## src/inc/pia_pkg.sv

```systemverilog
// Shared constants, types and helpers of the priority interrupt arbiter
package pia_pkg;
  localparam int NUM_LVL  = 8;
  localparam int LVL_W    = 3;
  localparam int PHYS_W   = 4;
  localparam int NUM_PHYS = 16;
  localparam int WORD_W   = 36;
  localparam int ADDR_W   = 4;
  localparam int CAND_W   = 18;

  localparam logic [ADDR_W-1:0] REG_CTRL    = 4'h0;
  localparam logic [ADDR_W-1:0] REG_STAT    = 4'h4;
  localparam logic [ADDR_W-1:0] REG_FWORD   = 4'h8;
  localparam logic [ADDR_W-1:0] REG_DISMISS = 4'hC;

  localparam int CTRL_GLOB_BIT = 0;
  localparam int CTRL_LEN_LSB  = 1;
  localparam int CTRL_PRQ_LSB  = 8;
  localparam int STAT_HELD_LSB = 0;
  localparam int STAT_PEND_BIT = 8;
  localparam int STAT_BUSY_BIT = 9;
  localparam int STAT_LVL_LSB  = 10;
  localparam int STAT_DEV_LSB  = 13;
  localparam int STAT_INT_BIT  = 17;
  localparam int FW_DEV_LSB    = 25;

  localparam logic             GLOB_RST = 1'b0;
  localparam logic [6:0]       LEN_RST  = 7'h00;
  localparam logic [LVL_W-1:0] PRQ_RST  = 3'h0;
  localparam logic [7:0]       HELD_RST = 8'h00;

  localparam int CAND_ICTR  = 0;
  localparam int CAND_IOTH  = 1;
  localparam int CAND_PHYS0 = 2;
  localparam logic [PHYS_W-1:0] PHYS_UNUSED_LO = 4'hC;
  localparam logic [PHYS_W-1:0] PHYS_UNUSED_HI = 4'hE;

  localparam int CLK_PERIOD_NS = 10;
  localparam int FWORD_WAIT_NS = 1000;
  localparam logic [6:0] FWORD_CYC = 7'(FWORD_WAIT_NS / CLK_PERIOD_NS);

  typedef enum logic [2:0] {
    ST_IDLE, ST_DEMAND, ST_RESP, ST_POLL, ST_FUNC, ST_PEND
  } pia_state_t;

  // Index of lowest set bit, CAND_W when none is set
  function automatic logic [4:0] pia_first(input logic [CAND_W-1:0] v);
    logic [4:0] r;
    r = 5'(CAND_W);
    for (int i = CAND_W - 1; i >= 0; i--) begin
      if (v[i]) r = 5'(i);
    end
    return r;
  endfunction : pia_first

  // Places the physical device number into the function word
  function automatic logic [WORD_W-1:0] pia_put_dev(
      input logic [WORD_W-1:0] w, input logic [PHYS_W-1:0] d);
    logic [WORD_W-1:0] r;
    r = w;
    r[FW_DEV_LSB +: PHYS_W] = d;
    return r;
  endfunction : pia_put_dev
endpackage : pia_pkg

```

## src/inc/pia_sel_if.sv

```systemverilog
// Selection signals between the arbiter and its two pickers
`timescale 1ns/1ps
interface pia_sel_if;
  logic [7:0]  rec;
  logic [7:0]  held;
  logic        ok;
  logic [2:0]  lvl;
  logic [17:0] cand;
  logic        hit;
  logic        internal;
  logic [3:0]  phys;
  modport lvl_src (output rec, held, input ok, lvl);
  modport lvl_arb (input rec, held, output ok, lvl);
  modport dev_src (output cand, input hit, internal, phys);
  modport dev_arb (input cand, output hit, internal, phys);
endinterface : pia_sel_if

```

## src/hdl/pia_lvl_pick.sv

```systemverilog
// Highest recognized level and its test against the running program
`timescale 1ns/1ps
module pia_lvl_pick (
  pia_sel_if.lvl_arb sel
);
  import pia_pkg::*;
  logic [4:0] top_rec;
  logic [4:0] cur_lvl;

  always_comb begin
    top_rec = pia_first({10'h000, sel.rec});
    cur_lvl = pia_first({10'h000, sel.held});
    sel.ok  = (top_rec < cur_lvl);
    sel.lvl = top_rec[2:0];
  end
endmodule : pia_lvl_pick

```

## src/hdl/pia_dev_pick.sv

```systemverilog
// Device selection among responders of the accepted level
`timescale 1ns/1ps
module pia_dev_pick (
  pia_sel_if.dev_arb sel
);
  import pia_pkg::*;
  logic [CAND_W-1:0] vis;
  logic [4:0]        idx;

  always_comb begin
    vis = sel.cand;
    for (int p = 0; p < NUM_PHYS; p++) begin
      if (4'(p) >= PHYS_UNUSED_LO && 4'(p) <= PHYS_UNUSED_HI) begin
        vis[CAND_PHYS0 + p] = 1'b0;
      end
    end
    idx          = pia_first(vis);
    sel.hit      = (idx != 5'(CAND_W));
    sel.internal = (idx <= 5'(CAND_IOTH));
    sel.phys     = sel.internal ? 4'h0 : 4'(idx - 5'(CAND_PHYS0));
  end
endmodule : pia_dev_pick

```

## src/hdl/pia_arbiter.sv

```systemverilog
// Priority interrupt arbiter: levels, service and function demands
//
// Overview of operation
// - eight levels, zero highest, seven lowest
// - level zero always active, cannot be disabled
// - many requesters share one level
// - recognize levels one-seven only with global and level enable
// - no accept while busy or held higher
// - accept highest level above running program
// - service demand accepts whole level class
// - demand waits bus, beats IO, stalls
// - select counter, internal, channels, front, bridge
// - physical numbers twelve-fourteen never selected
// - internal conditions may raise requests
// - internal selection skips function demand
// - external selection gets function demand answered
// - hold gathered request until microcode starts
// - missing function word becomes zero
// - hardware inserts device number in word
//
// Decided for this implementation: strobed register access and the register addresses.
`timescale 1ns/1ps
module pia_arbiter (
  input  wire logic                         clk_in,
  input  wire logic                         arst_n_in,
  input  wire logic [pia_pkg::ADDR_W-1:0]   reg_addr_in,
  input  wire logic [pia_pkg::WORD_W-1:0]   reg_wdata_in,
  input  wire logic                         reg_wr_in,
  input  wire logic                         reg_rd_in,
  output logic      [pia_pkg::WORD_W-1:0]   reg_rdata_out,
  input  wire logic [pia_pkg::NUM_LVL-1:0]  bus_req_in,
  input  wire logic                         bus_busy_in,
  input  wire logic                         io_wait_in,
  input  wire logic [pia_pkg::NUM_PHYS-1:0] svc_resp_in,
  input  wire logic                         ictr_req_in,
  input  wire logic [pia_pkg::LVL_W-1:0]    ictr_lvl_in,
  input  wire logic                         perr_req_in,
  input  wire logic [pia_pkg::LVL_W-1:0]    perr_lvl_in,
  input  wire logic                         fword_vld_in,
  input  wire logic [pia_pkg::WORD_W-1:0]   fword_in,
  input  wire logic                         ucode_start_in,
  output logic                              svc_dem_out,
  output logic      [pia_pkg::LVL_W-1:0]    svc_lvl_out,
  output logic                              io_block_out,
  output logic                              prog_stall_out,
  output logic                              fdem_out,
  output logic      [pia_pkg::PHYS_W-1:0]   fdem_dev_out,
  output logic      [pia_pkg::LVL_W-1:0]    fdem_lvl_out,
  output logic                              intr_pend_out,
  output logic      [pia_pkg::LVL_W-1:0]    intr_lvl_out,
  output logic      [pia_pkg::PHYS_W-1:0]   intr_dev_out,
  output logic                              intr_internal_out,
  output logic      [pia_pkg::WORD_W-1:0]   intr_fword_out
);
  import pia_pkg::*;

  localparam int FW_BOUND = 102;

  pia_sel_if sel ();

  pia_lvl_pick u_lvl (
    .sel (sel.lvl_arb)
  );

  pia_dev_pick u_dev (
    .sel (sel.dev_arb)
  );

  // Register file state
  logic               glob_en_r;
  logic               glob_en_nxt;
  logic [6:0]         len_r;
  logic [6:0]         len_nxt;
  logic [LVL_W-1:0]   prq_r;
  logic [LVL_W-1:0]   prq_nxt;
  logic [WORD_W-1:0]  rdata_r;
  logic [WORD_W-1:0]  rdata_nxt;

  // Arbiter state
  pia_state_t         st_r;
  pia_state_t         st_nxt;
  logic [7:0]         held_r;
  logic [7:0]         held_nxt;
  logic [LVL_W-1:0]   acc_r;
  logic [LVL_W-1:0]   acc_nxt;
  logic [PHYS_W-1:0]  dev_r;
  logic [PHYS_W-1:0]  dev_nxt;
  logic               int_r;
  logic               int_nxt;
  logic [WORD_W-1:0]  fw_r;
  logic [WORD_W-1:0]  fw_nxt;
  logic [6:0]         tmr_r;
  logic [6:0]         tmr_nxt;
  logic               dem_r;
  logic               dem_nxt;
  logic               fdem_r;
  logic               fdem_nxt;
  logic               blk_r;
  logic               blk_nxt;
  logic               stall_r;
  logic               stall_nxt;
  logic               pend_r;
  logic               pend_nxt;

  logic [7:0]         act;
  logic [7:0]         int_lvls;
  logic               dism_w;
  logic [4:0]         dism_idx;

  // Level activity and recognition
  always_comb begin
    act = {len_r & {7{glob_en_r}}, 1'b1};
    int_lvls = ((8'(ictr_req_in) << ictr_lvl_in)
              | (8'(perr_req_in) << perr_lvl_in)
              | (8'(prq_r != 3'h0) << prq_r)) & 8'hFE;
    sel.rec  = (bus_req_in | int_lvls) & act;
    sel.held = held_r;
  end

  // Responders of the accepted level
  always_comb begin
    sel.cand = '0;
    sel.cand[CAND_ICTR] = ictr_req_in && (ictr_lvl_in == acc_r)
                          && (ictr_lvl_in != 3'h0);
    sel.cand[CAND_IOTH] = (perr_req_in && (perr_lvl_in == acc_r)
                           && (perr_lvl_in != 3'h0))
                          || ((prq_r == acc_r) && (prq_r != 3'h0));
    sel.cand[CAND_PHYS0 +: NUM_PHYS] = svc_resp_in;
  end

  assign dism_w   = reg_wr_in && (reg_addr_in == REG_DISMISS);
  assign dism_idx = pia_first({10'h000, held_r});

  // Register file next state
  always_comb begin
    glob_en_nxt = glob_en_r;
    len_nxt     = len_r;
    prq_nxt     = prq_r;
    rdata_nxt   = '0;
    if (reg_wr_in && reg_addr_in == REG_CTRL) begin
      glob_en_nxt = reg_wdata_in[CTRL_GLOB_BIT];
      len_nxt     = reg_wdata_in[CTRL_LEN_LSB +: 7];
      prq_nxt     = reg_wdata_in[CTRL_PRQ_LSB +: LVL_W];
    end
    if (reg_rd_in) begin
      case (reg_addr_in)
        REG_CTRL: begin
          rdata_nxt[CTRL_GLOB_BIT]           = glob_en_r;
          rdata_nxt[CTRL_LEN_LSB +: 7]       = len_r;
          rdata_nxt[CTRL_PRQ_LSB +: LVL_W]   = prq_r;
        end
        REG_STAT: begin
          rdata_nxt[STAT_HELD_LSB +: 8]      = held_r;
          rdata_nxt[STAT_PEND_BIT]           = pend_r;
          rdata_nxt[STAT_BUSY_BIT]           = (st_r != ST_IDLE);
          rdata_nxt[STAT_LVL_LSB +: LVL_W]   = acc_r;
          rdata_nxt[STAT_DEV_LSB +: PHYS_W]  = dev_r;
          rdata_nxt[STAT_INT_BIT]            = int_r;
        end
        REG_FWORD: begin
          rdata_nxt = fw_r;
        end
        default: begin
          rdata_nxt = '0;
        end
      endcase
    end
  end

  always_ff @(posedge clk_in or negedge arst_n_in) begin
    if (!arst_n_in) begin
      glob_en_r <= GLOB_RST;
      len_r     <= LEN_RST;
      prq_r     <= PRQ_RST;
      rdata_r   <= '0;
    end else begin
      glob_en_r <= glob_en_nxt;
      len_r     <= len_nxt;
      prq_r     <= prq_nxt;
      rdata_r   <= rdata_nxt;
    end
  end

  // Arbiter next state
  always_comb begin
    st_nxt   = st_r;
    held_nxt = held_r;
    acc_nxt  = acc_r;
    dev_nxt  = dev_r;
    int_nxt  = int_r;
    fw_nxt   = fw_r;
    tmr_nxt  = tmr_r;
    dem_nxt  = 1'b0;
    fdem_nxt = 1'b0;
    if (dism_w && dism_idx < 5'd8) begin
      held_nxt[dism_idx[2:0]] = 1'b0;
    end
    case (st_r)
      ST_IDLE: begin
        if (sel.ok) begin
          acc_nxt = sel.lvl;
          st_nxt  = ST_DEMAND;
        end
      end
      ST_DEMAND: begin
        if (!bus_busy_in) begin
          dem_nxt = 1'b1;
          st_nxt  = ST_RESP;
        end
      end
      ST_RESP: begin
        st_nxt = ST_POLL;
      end
      ST_POLL: begin
        if (!sel.hit) begin
          st_nxt = ST_IDLE;
        end else if (sel.internal) begin
          int_nxt = 1'b1;
          dev_nxt = 4'h0;
          fw_nxt  = '0;
          st_nxt  = ST_PEND;
        end else begin
          int_nxt  = 1'b0;
          dev_nxt  = sel.phys;
          fdem_nxt = 1'b1;
          tmr_nxt  = 7'h00;
          st_nxt   = ST_FUNC;
        end
      end
      ST_FUNC: begin
        if (fword_vld_in) begin
          fw_nxt = pia_put_dev(fword_in, dev_r);
          st_nxt = ST_PEND;
        end else if (tmr_r == FWORD_CYC - 7'h01) begin
          fw_nxt = pia_put_dev('0, dev_r);
          st_nxt = ST_PEND;
        end else begin
          tmr_nxt = tmr_r + 7'h01;
        end
      end
      ST_PEND: begin
        if (ucode_start_in) begin
          held_nxt[acc_r] = 1'b1;
          st_nxt          = ST_IDLE;
        end
      end
      default: begin
        st_nxt = ST_IDLE;
      end
    endcase
    blk_nxt   = (st_nxt == ST_DEMAND);
    stall_nxt = (st_nxt == ST_DEMAND) && io_wait_in;
    pend_nxt  = (st_nxt == ST_PEND);
  end

  always_ff @(posedge clk_in or negedge arst_n_in) begin
    if (!arst_n_in) begin
      st_r    <= ST_IDLE;
      held_r  <= HELD_RST;
      acc_r   <= 3'h0;
      dev_r   <= 4'h0;
      int_r   <= 1'b0;
      fw_r    <= '0;
      tmr_r   <= 7'h00;
      dem_r   <= 1'b0;
      fdem_r  <= 1'b0;
      blk_r   <= 1'b0;
      stall_r <= 1'b0;
      pend_r  <= 1'b0;
    end else begin
      st_r    <= st_nxt;
      held_r  <= held_nxt;
      acc_r   <= acc_nxt;
      dev_r   <= dev_nxt;
      int_r   <= int_nxt;
      fw_r    <= fw_nxt;
      tmr_r   <= tmr_nxt;
      dem_r   <= dem_nxt;
      fdem_r  <= fdem_nxt;
      blk_r   <= blk_nxt;
      stall_r <= stall_nxt;
      pend_r  <= pend_nxt;
    end
  end

  assign reg_rdata_out     = rdata_r;
  assign svc_dem_out       = dem_r;
  assign svc_lvl_out       = acc_r;
  assign io_block_out      = blk_r;
  assign prog_stall_out    = stall_r;
  assign fdem_out          = fdem_r;
  assign fdem_dev_out      = dev_r;
  assign fdem_lvl_out      = acc_r;
  assign intr_pend_out     = pend_r;
  assign intr_lvl_out      = acc_r;
  assign intr_dev_out      = dev_r;
  assign intr_internal_out = int_r;
  assign intr_fword_out    = fw_r;
endmodule : pia_arbiter

```

## config.mk

```make
export PLATFORM = sky130hd
export DESIGN_NAME = pia_arbiter
export DESIGN_NICKNAME = d
export VERILOG_FILES = /design/src/inc/pia_pkg.sv /design/src/inc/pia_sel_if.sv /design/src/hdl/pia_lvl_pick.sv /design/src/hdl/pia_dev_pick.sv /design/src/hdl/pia_arbiter.sv
export SDC_FILE = /design/constraint.sdc
export NUM_CORES = 1
export LEC_CHECK = 0
export BUFFER_PORTS_ARGS = -buffer_cell sky130_fd_sc_hd__buf_4
export CORE_MARGIN = 3
export CORE_UTILIZATION = 45
export CTS_CLUSTER_SIZE = 12
export DETAILED_ROUTE_END_ITERATION = 8
export PLACE_DENSITY_LB_ADDON = 0.25
export SLEW_MARGIN = 20
export SYNTH_ARGS = -nofsm -noshare
export SYNTH_HDL_FRONTEND = slang
export SYNTH_SLANG_ARGS = --single-unit
```

## constraint.sdc

```tcl
create_clock -name clk_in -period 9.05 [get_ports clk_in]
set_input_delay 0.4525 -clock clk_in [delete_from_list [all_inputs] [get_ports clk_in]]
set_output_delay 0.4525 -clock clk_in [all_outputs]
set_load 0.02 [all_outputs]
```

Yosys cells after proc, flatten, opt, wreduce, memory -nomap -nowiden
Cells that the tools add are included.
{"block": "totals", "regBits": 114, "inputBits": 116, "output_inout_bits": 95, "wordCells": 147}
{"block": "classes", "add_sub_neg": 2, "order_cmp": 7, "n_eq_ne": 21, "n_shift": 3, "mux": 67, "bitwise_logic": 8, "reduce_logical": 23}
{"operator": "$mux 36", "count": 5}
{"operator": "$mux 5", "count": 30}
{"operator": "$pmux 36 s2", "count": 1}
{"operator": "$pmux 11 s3", "count": 1}
{"operator": "$or 8x8->8", "count": 4}
{"operator": "$mux 7", "count": 4}
{"operator": "$pmux 7 s2", "count": 2}
{"operator": "$mux 8", "count": 3}
{"operator": "$shl 1x3->8", "count": 3}
{"operator": "$mux 18", "count": 1}
{"operator": "$mux 3", "count": 6}
{"operator": "$pmux 3 s6", "count": 1}
{"operator": "$and 8x8->8", "count": 2}
{"operator": "$reduce_bool 3->1", "count": 4}
{"operator": "$logic_and 1x1->1", "count": 11}
{"operator": "$ne 2x2->1 const B", "count": 5}
{"operator": "$eq 3x3->1", "count": 3}
{"operator": "$eq 3x3->1 const B", "count": 3}
{"operator": "$mux 1", "count": 9}
{"operator": "$eq 4x4->1 const B", "count": 2}
{"operator": "$lt 3x4->1 const B", "count": 2}
{"operator": "$not 8->8", "count": 1}
{"operator": "$add 7x1->7 const B", "count": 1}
{"operator": "$and 7x7->7", "count": 1}
{"operator": "other kinds (21)", "count": 26}

Logic depth before layout (Yosys ltp)
Gate-level depths: netlist (run 1).
{"block": "logic_depth", "depth_word": 21, "depth_mapped": 15, "depth_no_buf": 13}

Cells and area by module
From an unflattened synthesis (run 1), not the netlist that was laid out.
{"block": "hier_totals", "cells_unflattened": 550, "hier_area_um2": 5669.2}
{"module": "pia_arbiter", "n_inst": 1, "cells_each": 470, "area_each_um2": 5146.2, "seq_area_each_um2": 2852.7}
{"module": "pia_dev_pick", "n_inst": 1, "cells_each": 46, "area_each_um2": 286.5, "seq_area_each_um2": 0.0}
{"module": "pia_lvl_pick", "n_inst": 1, "cells_each": 34, "area_each_um2": 236.5, "seq_area_each_um2": 0.0}

Worst setup path after synthesis (run 1)
No wires, ideal clock.
{"block": "synth_path", "path_type": "reg-to-reg", "start": "register acc_r[2], in the netlist fdem_lvl_out[2]", "end": "register tmr_r[0]", "setup_ps": 125, "arrival_time_ps": 3137, "required_time_ps": 8925, "setup_slack_ps": 5788, "path_stages_with_launch": 15, "path_buffers": 1, "period_less_slack_ps": 3262, "path_cell_list": "dfrtp_1 buf_2 xnor2_1 o2111ai_1 o2bb2ai_1 nor2_1 nand3_1 ha_1 inv_1 a2111oi_0 o22ai_1 a22o_2 or2_1 a21oi_2 mux2_4"}
{"block": "synth_between", "elab_chain_len": 9, "elab_cells_between_ends": 16, "cone_classes": "order compare (1); eq/ne (6); mux (2); reduce/logical (7)"}
{"item": "from (decl)", "line": "pia_arbiter.sv:84", "rtl": "logic [LVL_W-1:0] acc_r;"}
{"item": "from (signal assigned)", "line": "pia_arbiter.sv:273", "rtl": "acc_r <= acc_nxt;"}
{"item": "$eq 3x3->1", "line": "pia_arbiter.sv:125", "rtl": "sel.cand[CAND_IOTH] = (perr_req_in && (perr_lvl_in == acc_r)"}
{"item": "$logic_and 1x1->1", "line": "pia_arbiter.sv:125"}
{"item": "$logic_and 1x1->1", "line": "pia_arbiter.sv:126", "rtl": "&& (perr_lvl_in != 3'h0))"}
{"item": "$logic_or 1x1->1", "line": "pia_arbiter.sv:127", "rtl": "|| ((prq_r == acc_r) && (prq_r != 3'h0));"}
{"item": "$mux 5", "line": "pia_pkg.sv:51", "rtl": "if (v[i]) r = 5'(i);"}
{"item": "$mux 5 (*)", "line": "pia_pkg.sv:51"}
{"item": "$le 5x1->1 or $ne 5x5->1 (tied branches)", "line": "pia_dev_pick.sv:19, pia_dev_pick.sv:18"}
{"item": "$ne 2x2->1 (no source line)"}
{"item": "$reduce_and 5->1 (no source line) (*)"}
{"item": "to (signal assigned)", "line": "pia_arbiter.sv:277", "rtl": "tmr_r <= tmr_nxt;"}
{"item": "to (decl)", "line": "pia_arbiter.sv:92", "rtl": "logic [6:0] tmr_r;"}
Every way passes the cells marked *; elsewhere a longest branch is shown, timed or not.
A chain may end at the register's enable or synchronous reset.

Worst setup path after layout (run 1)
Ends and elaborated chain as after synthesis.

==> impl_summary.log, run 1 <==
INFO  metric drt_drc_violations_left = 0
INFO  metric synth_area_leaders = sky130_fd_sc_hd__dfrtp_1 51%, sky130_fd_sc_hd__a22o_1 5.0%, sky130_fd_sc_hd__nor2_1 4.1%, sky130_fd_sc_hd__mux2_2 2.6%, sky130_fd_sc_hd__and2_1 2.5%
INFO  metric layout_worst_path_cycle_share = 0.4185
INFO  metric grt_overflow = 0
INFO  metric drt_iter0_drc = 291
INFO  metric final.setup_skew = between 8 and 9 ps
INFO  metric clock_insertion_delay_worst_skew = 400 ps
INFO  metric p_leak = 3.670 nW
INFO  metric layout_cells_excl_fill = 866
INFO  metric rsz_0062_raised_after_global_routing = false
INFO  metric routed_wl = 14550 µm
INFO  metric async_reset_ff_frac = 1.000
INFO  metric setup_slack_of_the_worst_register_to_register_path = 5260 ps
INFO  metric core-area = approximately 12000 µm²
INFO  metric power = 0.002291 W
INFO  metric cp_required = 9340 ps
INFO  metric gp_congestion = just under 0.9
INFO  metric critical_setup_path_kind = reg -> reg
INFO  metric numClockSinks = around 110
INFO  metric timing_hold_violations_final = 0
INFO  metric synth_top_area_cell = sky130_fd_sc_hd__dfrtp_1
INFO  metric ys_warn_count = 0
INFO  metric final-max-slew-violation-count = 0
INFO  metric tritoncts.num_buffers = 17
INFO  metric final_layout_size_suffix_gt1_frac = 0.3539
INFO  metric dr_total_vias = ~4700
INFO  metric timing.rr.start = fdem_lvl_out[2]$_DFFE_PN0P_
INFO  metric synthesis.instances = 530
INFO  metric grt_pass1_wl = 24100 µm
INFO  metric tritoncts = yes
INFO  metric yosysUniqueCellTypes = 74
INFO  metric root_buffer = sky130_fd_sc_hd__clkbuf_16
INFO  metric irDropWorstVdd = 0.0001562 V
INFO  metric placed_cells = 835
INFO  metric vias_per_std_cell = 5.391
INFO  metric worstSetupStartpointType = flip-flop
INFO  metric rr_worst_depth = 13
INFO  metric post_cts_setup_repair_bufs = 0
INFO  metric port_buffers = 178
INFO  metric die-width = approximately 120 µm
INFO  metric first_global_vias = roughly 4700
INFO  metric ys_seq_elements = approximately 110
INFO  metric first_pass_iters = 4
INFO  metric final-seq-area = 2853 µm²
INFO  metric post_cts_hold_buffer_count = 0
INFO  metric clk_pin_slew_worst_paths = ~50 ps
INFO  metric antenna_violation_net_count_after_detailed_routing = 0
INFO  metric finalSetupTns = 0 ps
INFO  metric antenna_found_initial = 0
INFO  metric hold_class = in -> async
INFO  metric design.final.nets = about 810
INFO  metric synth-edff-count = 0
INFO  metric critical_path.endpoint_type = flip-flop
INFO  metric max_slew.worst_pin.slew = 765.1 ps
INFO  metric final.setup.worst_slack = about 5300 ps
INFO  metric diodes = 0
INFO  metric pre_cts_worst_setup_slack = between 4000 and 5000 ps
INFO  metric capture_point_of_the_worst_reg_to_reg_path = tmr_r[0]$_DFFE_PN0P_
INFO  metric final_setup_violation_count = 0
INFO  metric gr-usage-all-layers = 0.2145
INFO  metric design.die.area = ~14000 µm²
INFO  metric drt-wirelength-per-cell = around 17 µm
INFO  metric initial_utilization = 0.4634
INFO  metric area_growth_syn_to_layout = 35.03%
INFO  metric synth_area = about 5600 µm²
INFO  metric layout_min_cycle_time = 3788 ps
INFO  metric placement_rows = 40
INFO  metric grt_start_max_net_pins = 62
INFO  metric maxSlewHeadroom = 0.4899
INFO  metric power-per-cell-area = 303.5 nW/µm²
INFO  metric synth_commonest_cells = 114 x sky130_fd_sc_hd__dfrtp_1, 61 x sky130_fd_sc_hd__nor2_1, 36 x sky130_fd_sc_hd__nand2_1, 32 x sky130_fd_sc_hd__a22o_1, 22 x sky130_fd_sc_hd__and2_1
INFO  metric cp.arrival = 4080 ps
INFO  metric multi_input_area = 2431 µm²
INFO  metric die_y = 117.4 µm
INFO  metric h-tree-depth = 4
INFO  metric io_pins = 211
INFO  metric synth_flop_type = sky130_fd_sc_hd__dfrtp_1
INFO  metric ys_seq_area_frac = 0.5104
INFO  metric cts_resized = 0
INFO  metric clock.fmax = between 0.2 and 0.3 GHz
INFO  metric critPathMaxFanout = 14
INFO  metric layout.filler_cells = 992
INFO  metric synthDominantCellAreaShare = 0.5104
INFO  metric run_status = complete, no violations
INFO  metric clockBufferDepth = 2
INFO  metric maxCapViolCount = 0
INFO  metric synth.most_common_cell = sky130_fd_sc_hd__dfrtp_1
INFO  metric post_synth.cell_area_avg = around 11 µm²
INFO  metric synthesis.nets = 652
INFO  metric post-dp-hpwl = 10740 µm
## power breakdown
| group | internal, W | switching [W] | total (W) |
|---|---|---|---|
| Combinational | 0.000370 | 0.000436 | 0.000806 |
| Sequential | 0.000643 | 0.000153 | 0.000796 |
| Clock | 0.000469 | 0.000219 | 0.000688 |
| Total | 0.00148 | 0.000808 | 0.00229 |
## cell families (layout without fill, tap and decap cells)
family | count (synthesis) | after routing | share of synthesized area
AND/OR/NAND/NOR | 188 | 188 | 0.1773
XOR/XNOR | 8 | 8 | 0.01254
multiplexers | 25 | 25 | 0.04858
AO/OA/AOI/OAI | 131 | 131 | 0.1831
adder cells (fa/ha/maj) | 6 | 6 | 0.01343
buffers and inverters | 58 | 226 | 0.05462
flip-flops | 114 | 114 | 0.5104
## sequential cells by signal, summed over array words and instances, names as in the netlist, 3 cells and up
name,flops
intr_fword_out,36
prq_r,3
fdem_dev_out,4
len_r,7
tmr_r,7
st_r,3
fdem_lvl_out,3
reg_rdata_out,36
held_r,8
## final cells by class
type | instances | share of cell area
clock buffers | 19 | 0.06001
clock inverters | 11 | 0.02139
flip-flops and latches | 114 | 0.3780
multi-input cells | 358 | 0.3221
inverters | 14 | 0.006963
well taps | 168 | 0.02785
repair buffers | 182 | 0.1837
## cells in the final DEF (no fill, tap or decap), types with 6 or more instances in the layout
master                      instances
sky130_fd_sc_hd__nand4_1            7
sky130_fd_sc_hd__nand3_1           11
sky130_fd_sc_hd__mux2_2            13
sky130_fd_sc_hd__mux2i_1           11
sky130_fd_sc_hd__nor2_1            61
sky130_fd_sc_hd__o31ai_1            7
sky130_fd_sc_hd__and2_1            22
sky130_fd_sc_hd__nand2_1           36
sky130_fd_sc_hd__ha_1               6
sky130_fd_sc_hd__inv_1             14
sky130_fd_sc_hd__o21ai_0           18
sky130_fd_sc_hd__nand4b_1           7
sky130_fd_sc_hd__dfrtp_1          114
sky130_fd_sc_hd__a22oi_1            7
sky130_fd_sc_hd__buf_4            181
sky130_fd_sc_hd__clkbuf_16         17
sky130_fd_sc_hd__a22o_1            32
sky130_fd_sc_hd__a21oi_1           19
sky130_fd_sc_hd__nor4_1             6
## worst max path at each step
stage                                start                       to  slack, ps  cells after the start
2_1_floorplan  fdem_lvl_out[2]$_DFFE_PN0P_     tmr_r[0]$_DFFE_PN0P_       5790                     14
3_3_place_gp   fdem_lvl_out[2]$_DFFE_PN0P_  intr_pend_out$_DFF_PN0_       4880                     13
3_5_place_dp   fdem_lvl_out[0]$_DFFE_PN0P_  intr_pend_out$_DFF_PN0_       4810                     13
4_1_cts        fdem_lvl_out[2]$_DFFE_PN0P_  intr_pend_out$_DFF_PN0_       4780                     13
5_1_grt        fdem_lvl_out[0]$_DFFE_PN0P_     tmr_r[0]$_DFFE_PN0P_       4920                     13
6_report       fdem_lvl_out[2]$_DFFE_PN0P_     tmr_r[0]$_DFFE_PN0P_       5260                     13
## metal layers
| layer | up-vias | track usage | wire length (µm) |
|---|---|---|---|
| li1 | 2218 | - | - |
| met2 | 158 | 0.3371 | 6896 |
| met3 | 14 | 0.05400 | 848 |
| met5 | - | 0 | 0 |
| met4 | 0 | 0.06818 | 157 |
| met1 | 2279 | 0.2943 | 6651 |
## metrics by stage
step	area, µm²	utilization	hold WS (ps)
2_1_floorplan	5589	-	156.9
3_3_place_gp	6905	0.5725	488.3
3_5_place_dp	6905	0.5725	490.9
4_1_cts	7520	0.6234	104.8
5_1_grt	7547	0.6257	109.3
6_report	7547	0.6257	83.05
## critical path, stage by stage, from the launching register on
cell and delay (ps):
sky130_fd_sc_hd__dfrtp_1 670, sky130_fd_sc_hd__xnor2_1 190, sky130_fd_sc_hd__o2111ai_1 160, sky130_fd_sc_hd__o2bb2ai_1 540, sky130_fd_sc_hd__nor2_1 140, sky130_fd_sc_hd__nand3_1 120
sky130_fd_sc_hd__ha_1 150, sky130_fd_sc_hd__inv_1 50, sky130_fd_sc_hd__a2111oi_0 350, sky130_fd_sc_hd__o22ai_1 120, sky130_fd_sc_hd__a22o_2 260, sky130_fd_sc_hd__or2_1 360
sky130_fd_sc_hd__a21oi_2 240, sky130_fd_sc_hd__mux2_4 310
Power figures use the tool's default switching activity.
==> run 2: changes to the inputs <==
- clock period: 9.05 -> 3.6 ns (I/O delays scaled with it)
==> run 2 against run 1 <==
- clock-buffer cell count decreased by 1
- die area unchanged
- worst hold slack got worse by 78 ps
- non-clock buffer count increased by 41
- sequential share of layout area decreased by 1.8 points
==> impl_summary.log, run 2 (same netlist as run 1, synthesis figures left out) <==
INFO  metric grt_start_max_net_pins = 47 (was 62)
INFO  metric root_buffer = sky130_fd_sc_hd__clkbuf_16 (unchanged)
INFO  metric die-width = 117.4 µm (unchanged)
INFO  metric max_slew.worst_pin.slew = 599.3 ps (was 765.1 ps)
INFO  metric critical_path.endpoint_type = flip-flop (unchanged)
INFO  metric post-route-util = 0.6564 (was 0.6257)
INFO  metric port_buffers = 178 (unchanged)
INFO  metric multi_input_area = 2431 µm² (unchanged)
INFO  metric gr-usage-all-layers = 0.2207 (was 0.2145)
INFO  metric layout.filler_cells = 948 (was 992)
INFO  metric routed_wl = 15290 µm (was 14550 µm)
INFO  metric vias_per_std_cell = 5.360 (was 5.391)
INFO  metric timing_hold_violations_final = 0 (unchanged)
INFO  metric run_status = complete, no violations (unchanged)
INFO  metric gp_congestion = 0.8940 (was 0.8848)
INFO  metric clk_pin_slew_worst_paths = 60 ps (was 50 ps)
INFO  metric cp_required = 3890 ps (was 9340 ps)
INFO  metric tritoncts = yes (unchanged)
INFO  metric antenna_found_initial = 0 (unchanged)
INFO  metric dr_total_vias = 4867 (was 4669)
INFO  metric place_area = 6985 µm² (was 6905 µm²)
INFO  metric power = 0.005772 W (was 0.002291 W)
INFO  metric initial_utilization = 0.4634 (unchanged)
INFO  metric placement_rows = 40 (unchanged)
INFO  metric first_global_vias = 4870 (was 4730)
INFO  metric maxCapViolCount = 0 (unchanged)
INFO  metric layout_common_cells = 189 x sky130_fd_sc_hd__buf_4, 114 x sky130_fd_sc_hd__dfrtp_1, 61 x sky130_fd_sc_hd__nor2_1 (was 181 x sky130_fd_sc_hd__buf_4, 114 x sky130_fd_sc_hd__dfrtp_1, 61 x sky130_fd_sc_hd__nor2_1)
INFO  metric rsz_0062_raised_after_global_routing = false (unchanged)
INFO  metric design.final.nets = 850 (was 809)
INFO  metric critical_setup_path_kind = reg -> reg (unchanged)
INFO  metric post-route-cell-area = 7918 µm² (was 7547 µm²)
INFO  metric power-per-cell-area = 729.0 nW/µm² (was 303.5 nW/µm²)
INFO  metric cts_resized = 0 (unchanged)
INFO  metric antenna_violation_net_count_after_detailed_routing = 0 (unchanged)
INFO  metric layout_cells_excl_fill = 908 (was 866)
INFO  metric design.die.area = 13790 µm² (unchanged)
INFO  metric layout_min_cycle_time = 3195 ps (was 3788 ps)
INFO  metric worstSetupStartpointType = flip-flop (unchanged)
INFO  metric final_layout_size_suffix_gt1_frac = 0.3459 (was 0.3539)
INFO  metric post_cts_setup_repair_bufs = 0 (unchanged)
INFO  metric clockBufferDepth = 2 (unchanged)
INFO  metric final.setup_skew = 11.79 ps (was 8.033 ps)
INFO  metric tritoncts.num_buffers = 17 (unchanged)
INFO  metric final_setup_violation_count = 0 (unchanged)
INFO  metric h-tree-depth = 4 (unchanged)
INFO  metric post_cts_hold_buffer_count = 33 (was 0)
INFO  metric drt_drc_violations_left = 0 (unchanged)
INFO  metric grt_overflow = 0 (unchanged)
INFO  metric hold_class = in -> reg (was in -> async)
INFO  metric first_pass_iters = 5 (was 4)
INFO  metric final-max-slew-violation-count = 0 (unchanged)
INFO  metric p_leak = 3.816 nW (was 3.670 nW)
INFO  metric drt_iter0_drc = 368 (was 291)
INFO  metric core-area = 12060 µm² (unchanged)
INFO  metric clock_insertion_delay_worst_skew = 410 ps (was 400 ps)
INFO  metric placed_cells = 844 (was 835)
INFO  metric finalSetupTns = 0 ps (unchanged)
INFO  metric drt-wirelength-per-cell = 16.83 µm (was 16.81 µm)
INFO  metric most_frequent_standard_cell_in_the_layout_excluding_fill_and_tap_cells = sky130_fd_sc_hd__buf_4 (unchanged)
INFO  metric diodes = 0 (unchanged)
INFO  metric post-dp-hpwl = 10950 µm (was 10740 µm)
INFO  metric cp.arrival = 3490 ps (was 4080 ps)
INFO  metric area_growth_syn_to_layout = 41.66% (was 35.03%)
INFO  metric final-seq-area = 2853 µm² (unchanged)
INFO  metric grt_pass1_wl = 25010 µm (was 24100 µm)
INFO  metric clock.fmax = 0.3130 GHz (was 0.2640 GHz)
INFO  metric layout_worst_path_cycle_share = 0.8876 (was 0.4185)
INFO  metric numClockSinks = 114 (unchanged)
INFO  metric critPathMaxFanout = 8 (was 14)
INFO  metric io_pins = 211 (unchanged)
INFO  metric irDropWorstVdd = 0.0004114 V (was 0.0001562 V)
INFO  metric maxSlewHeadroom = 0.6004 (was 0.4899)
INFO  metric die_y = 117.4 µm (unchanged)
-- run 2: stage by stage --
stage	worst slack (ps)	hold slack (ps)
final	404.8	5.168
after CTS	377.6	0.09784
after global placement	528.6	166.4
after floorplan	337.9	-115.6
after global routing	132.6	1.573
after detailed placement	410.5	174.8
-- run 2: critical path: stages, from the launching register on --
cell	delay, ps
sky130_fd_sc_hd__dfrtp_1	460
sky130_fd_sc_hd__buf_4	210
sky130_fd_sc_hd__xor2_1	140
sky130_fd_sc_hd__nor2_1	130
sky130_fd_sc_hd__o2bb2ai_1	200
sky130_fd_sc_hd__nor2_1	110
sky130_fd_sc_hd__nand3_1	100
sky130_fd_sc_hd__ha_1	160
sky130_fd_sc_hd__inv_1	50
sky130_fd_sc_hd__a2111oi_0	380
sky130_fd_sc_hd__o22ai_1	130
sky130_fd_sc_hd__a22o_2	260
sky130_fd_sc_hd__or2_1	240
sky130_fd_sc_hd__a21oi_2	180
sky130_fd_sc_hd__mux2_4	310
-- run 2: layer usage --
layer / part of all wire / global-route usage
met2: 0.47 / 0.3544
met3: 0.065 / 0.04677
met5: 0 / 0
met4: 0.012 / 0.07551
met1: 0.45 / 0.2992
-- run 2: final timing paths --
check | endpoint | from | slack, ps | cells past startpoint
max in group asynchronous | reg_rdata_out[10]$_DFF_PN0_ | arst_n_in | 2350 | 3
min in group asynchronous | reg_rdata_out[32]$_DFF_PN0_ | arst_n_in | 290 | 2
max reg2reg | tmr_r[0]$_DFFE_PN0P_ | fdem_lvl_out[0]$_DFFE_PN0P_ | 400 | 14
min | intr_fword_out[1]$_DFFE_PN0P_ | fword_in[1] | 5 | 2
min reg2reg | intr_fword_out[27]$_DFFE_PN0P_ | intr_fword_out[27]$_DFFE_PN0P_ | 500 | 2
max | tmr_r[0]$_DFFE_PN0P_ | fdem_lvl_out[0]$_DFFE_PN0P_ | 400 | 14
-- run 2: power breakdown --
part | leakage [nW] | internal (W) | switching [W]
clock | 0.276 | 0.00110 | 0.000581
combinational | 2.02 | 0.000974 | 0.00113
sequential | 1.52 | 0.00162 | 0.000368
-- run 2: layout make-up --
class	count	share of cell area
well taps	168	0.02655
flip-flops and latches	114	0.3603
clock inverters	13	0.02054
multi-input cells	358	0.3070
clock buffers	18	0.05547
repair buffers	223	0.2235
inverters	14	0.006637
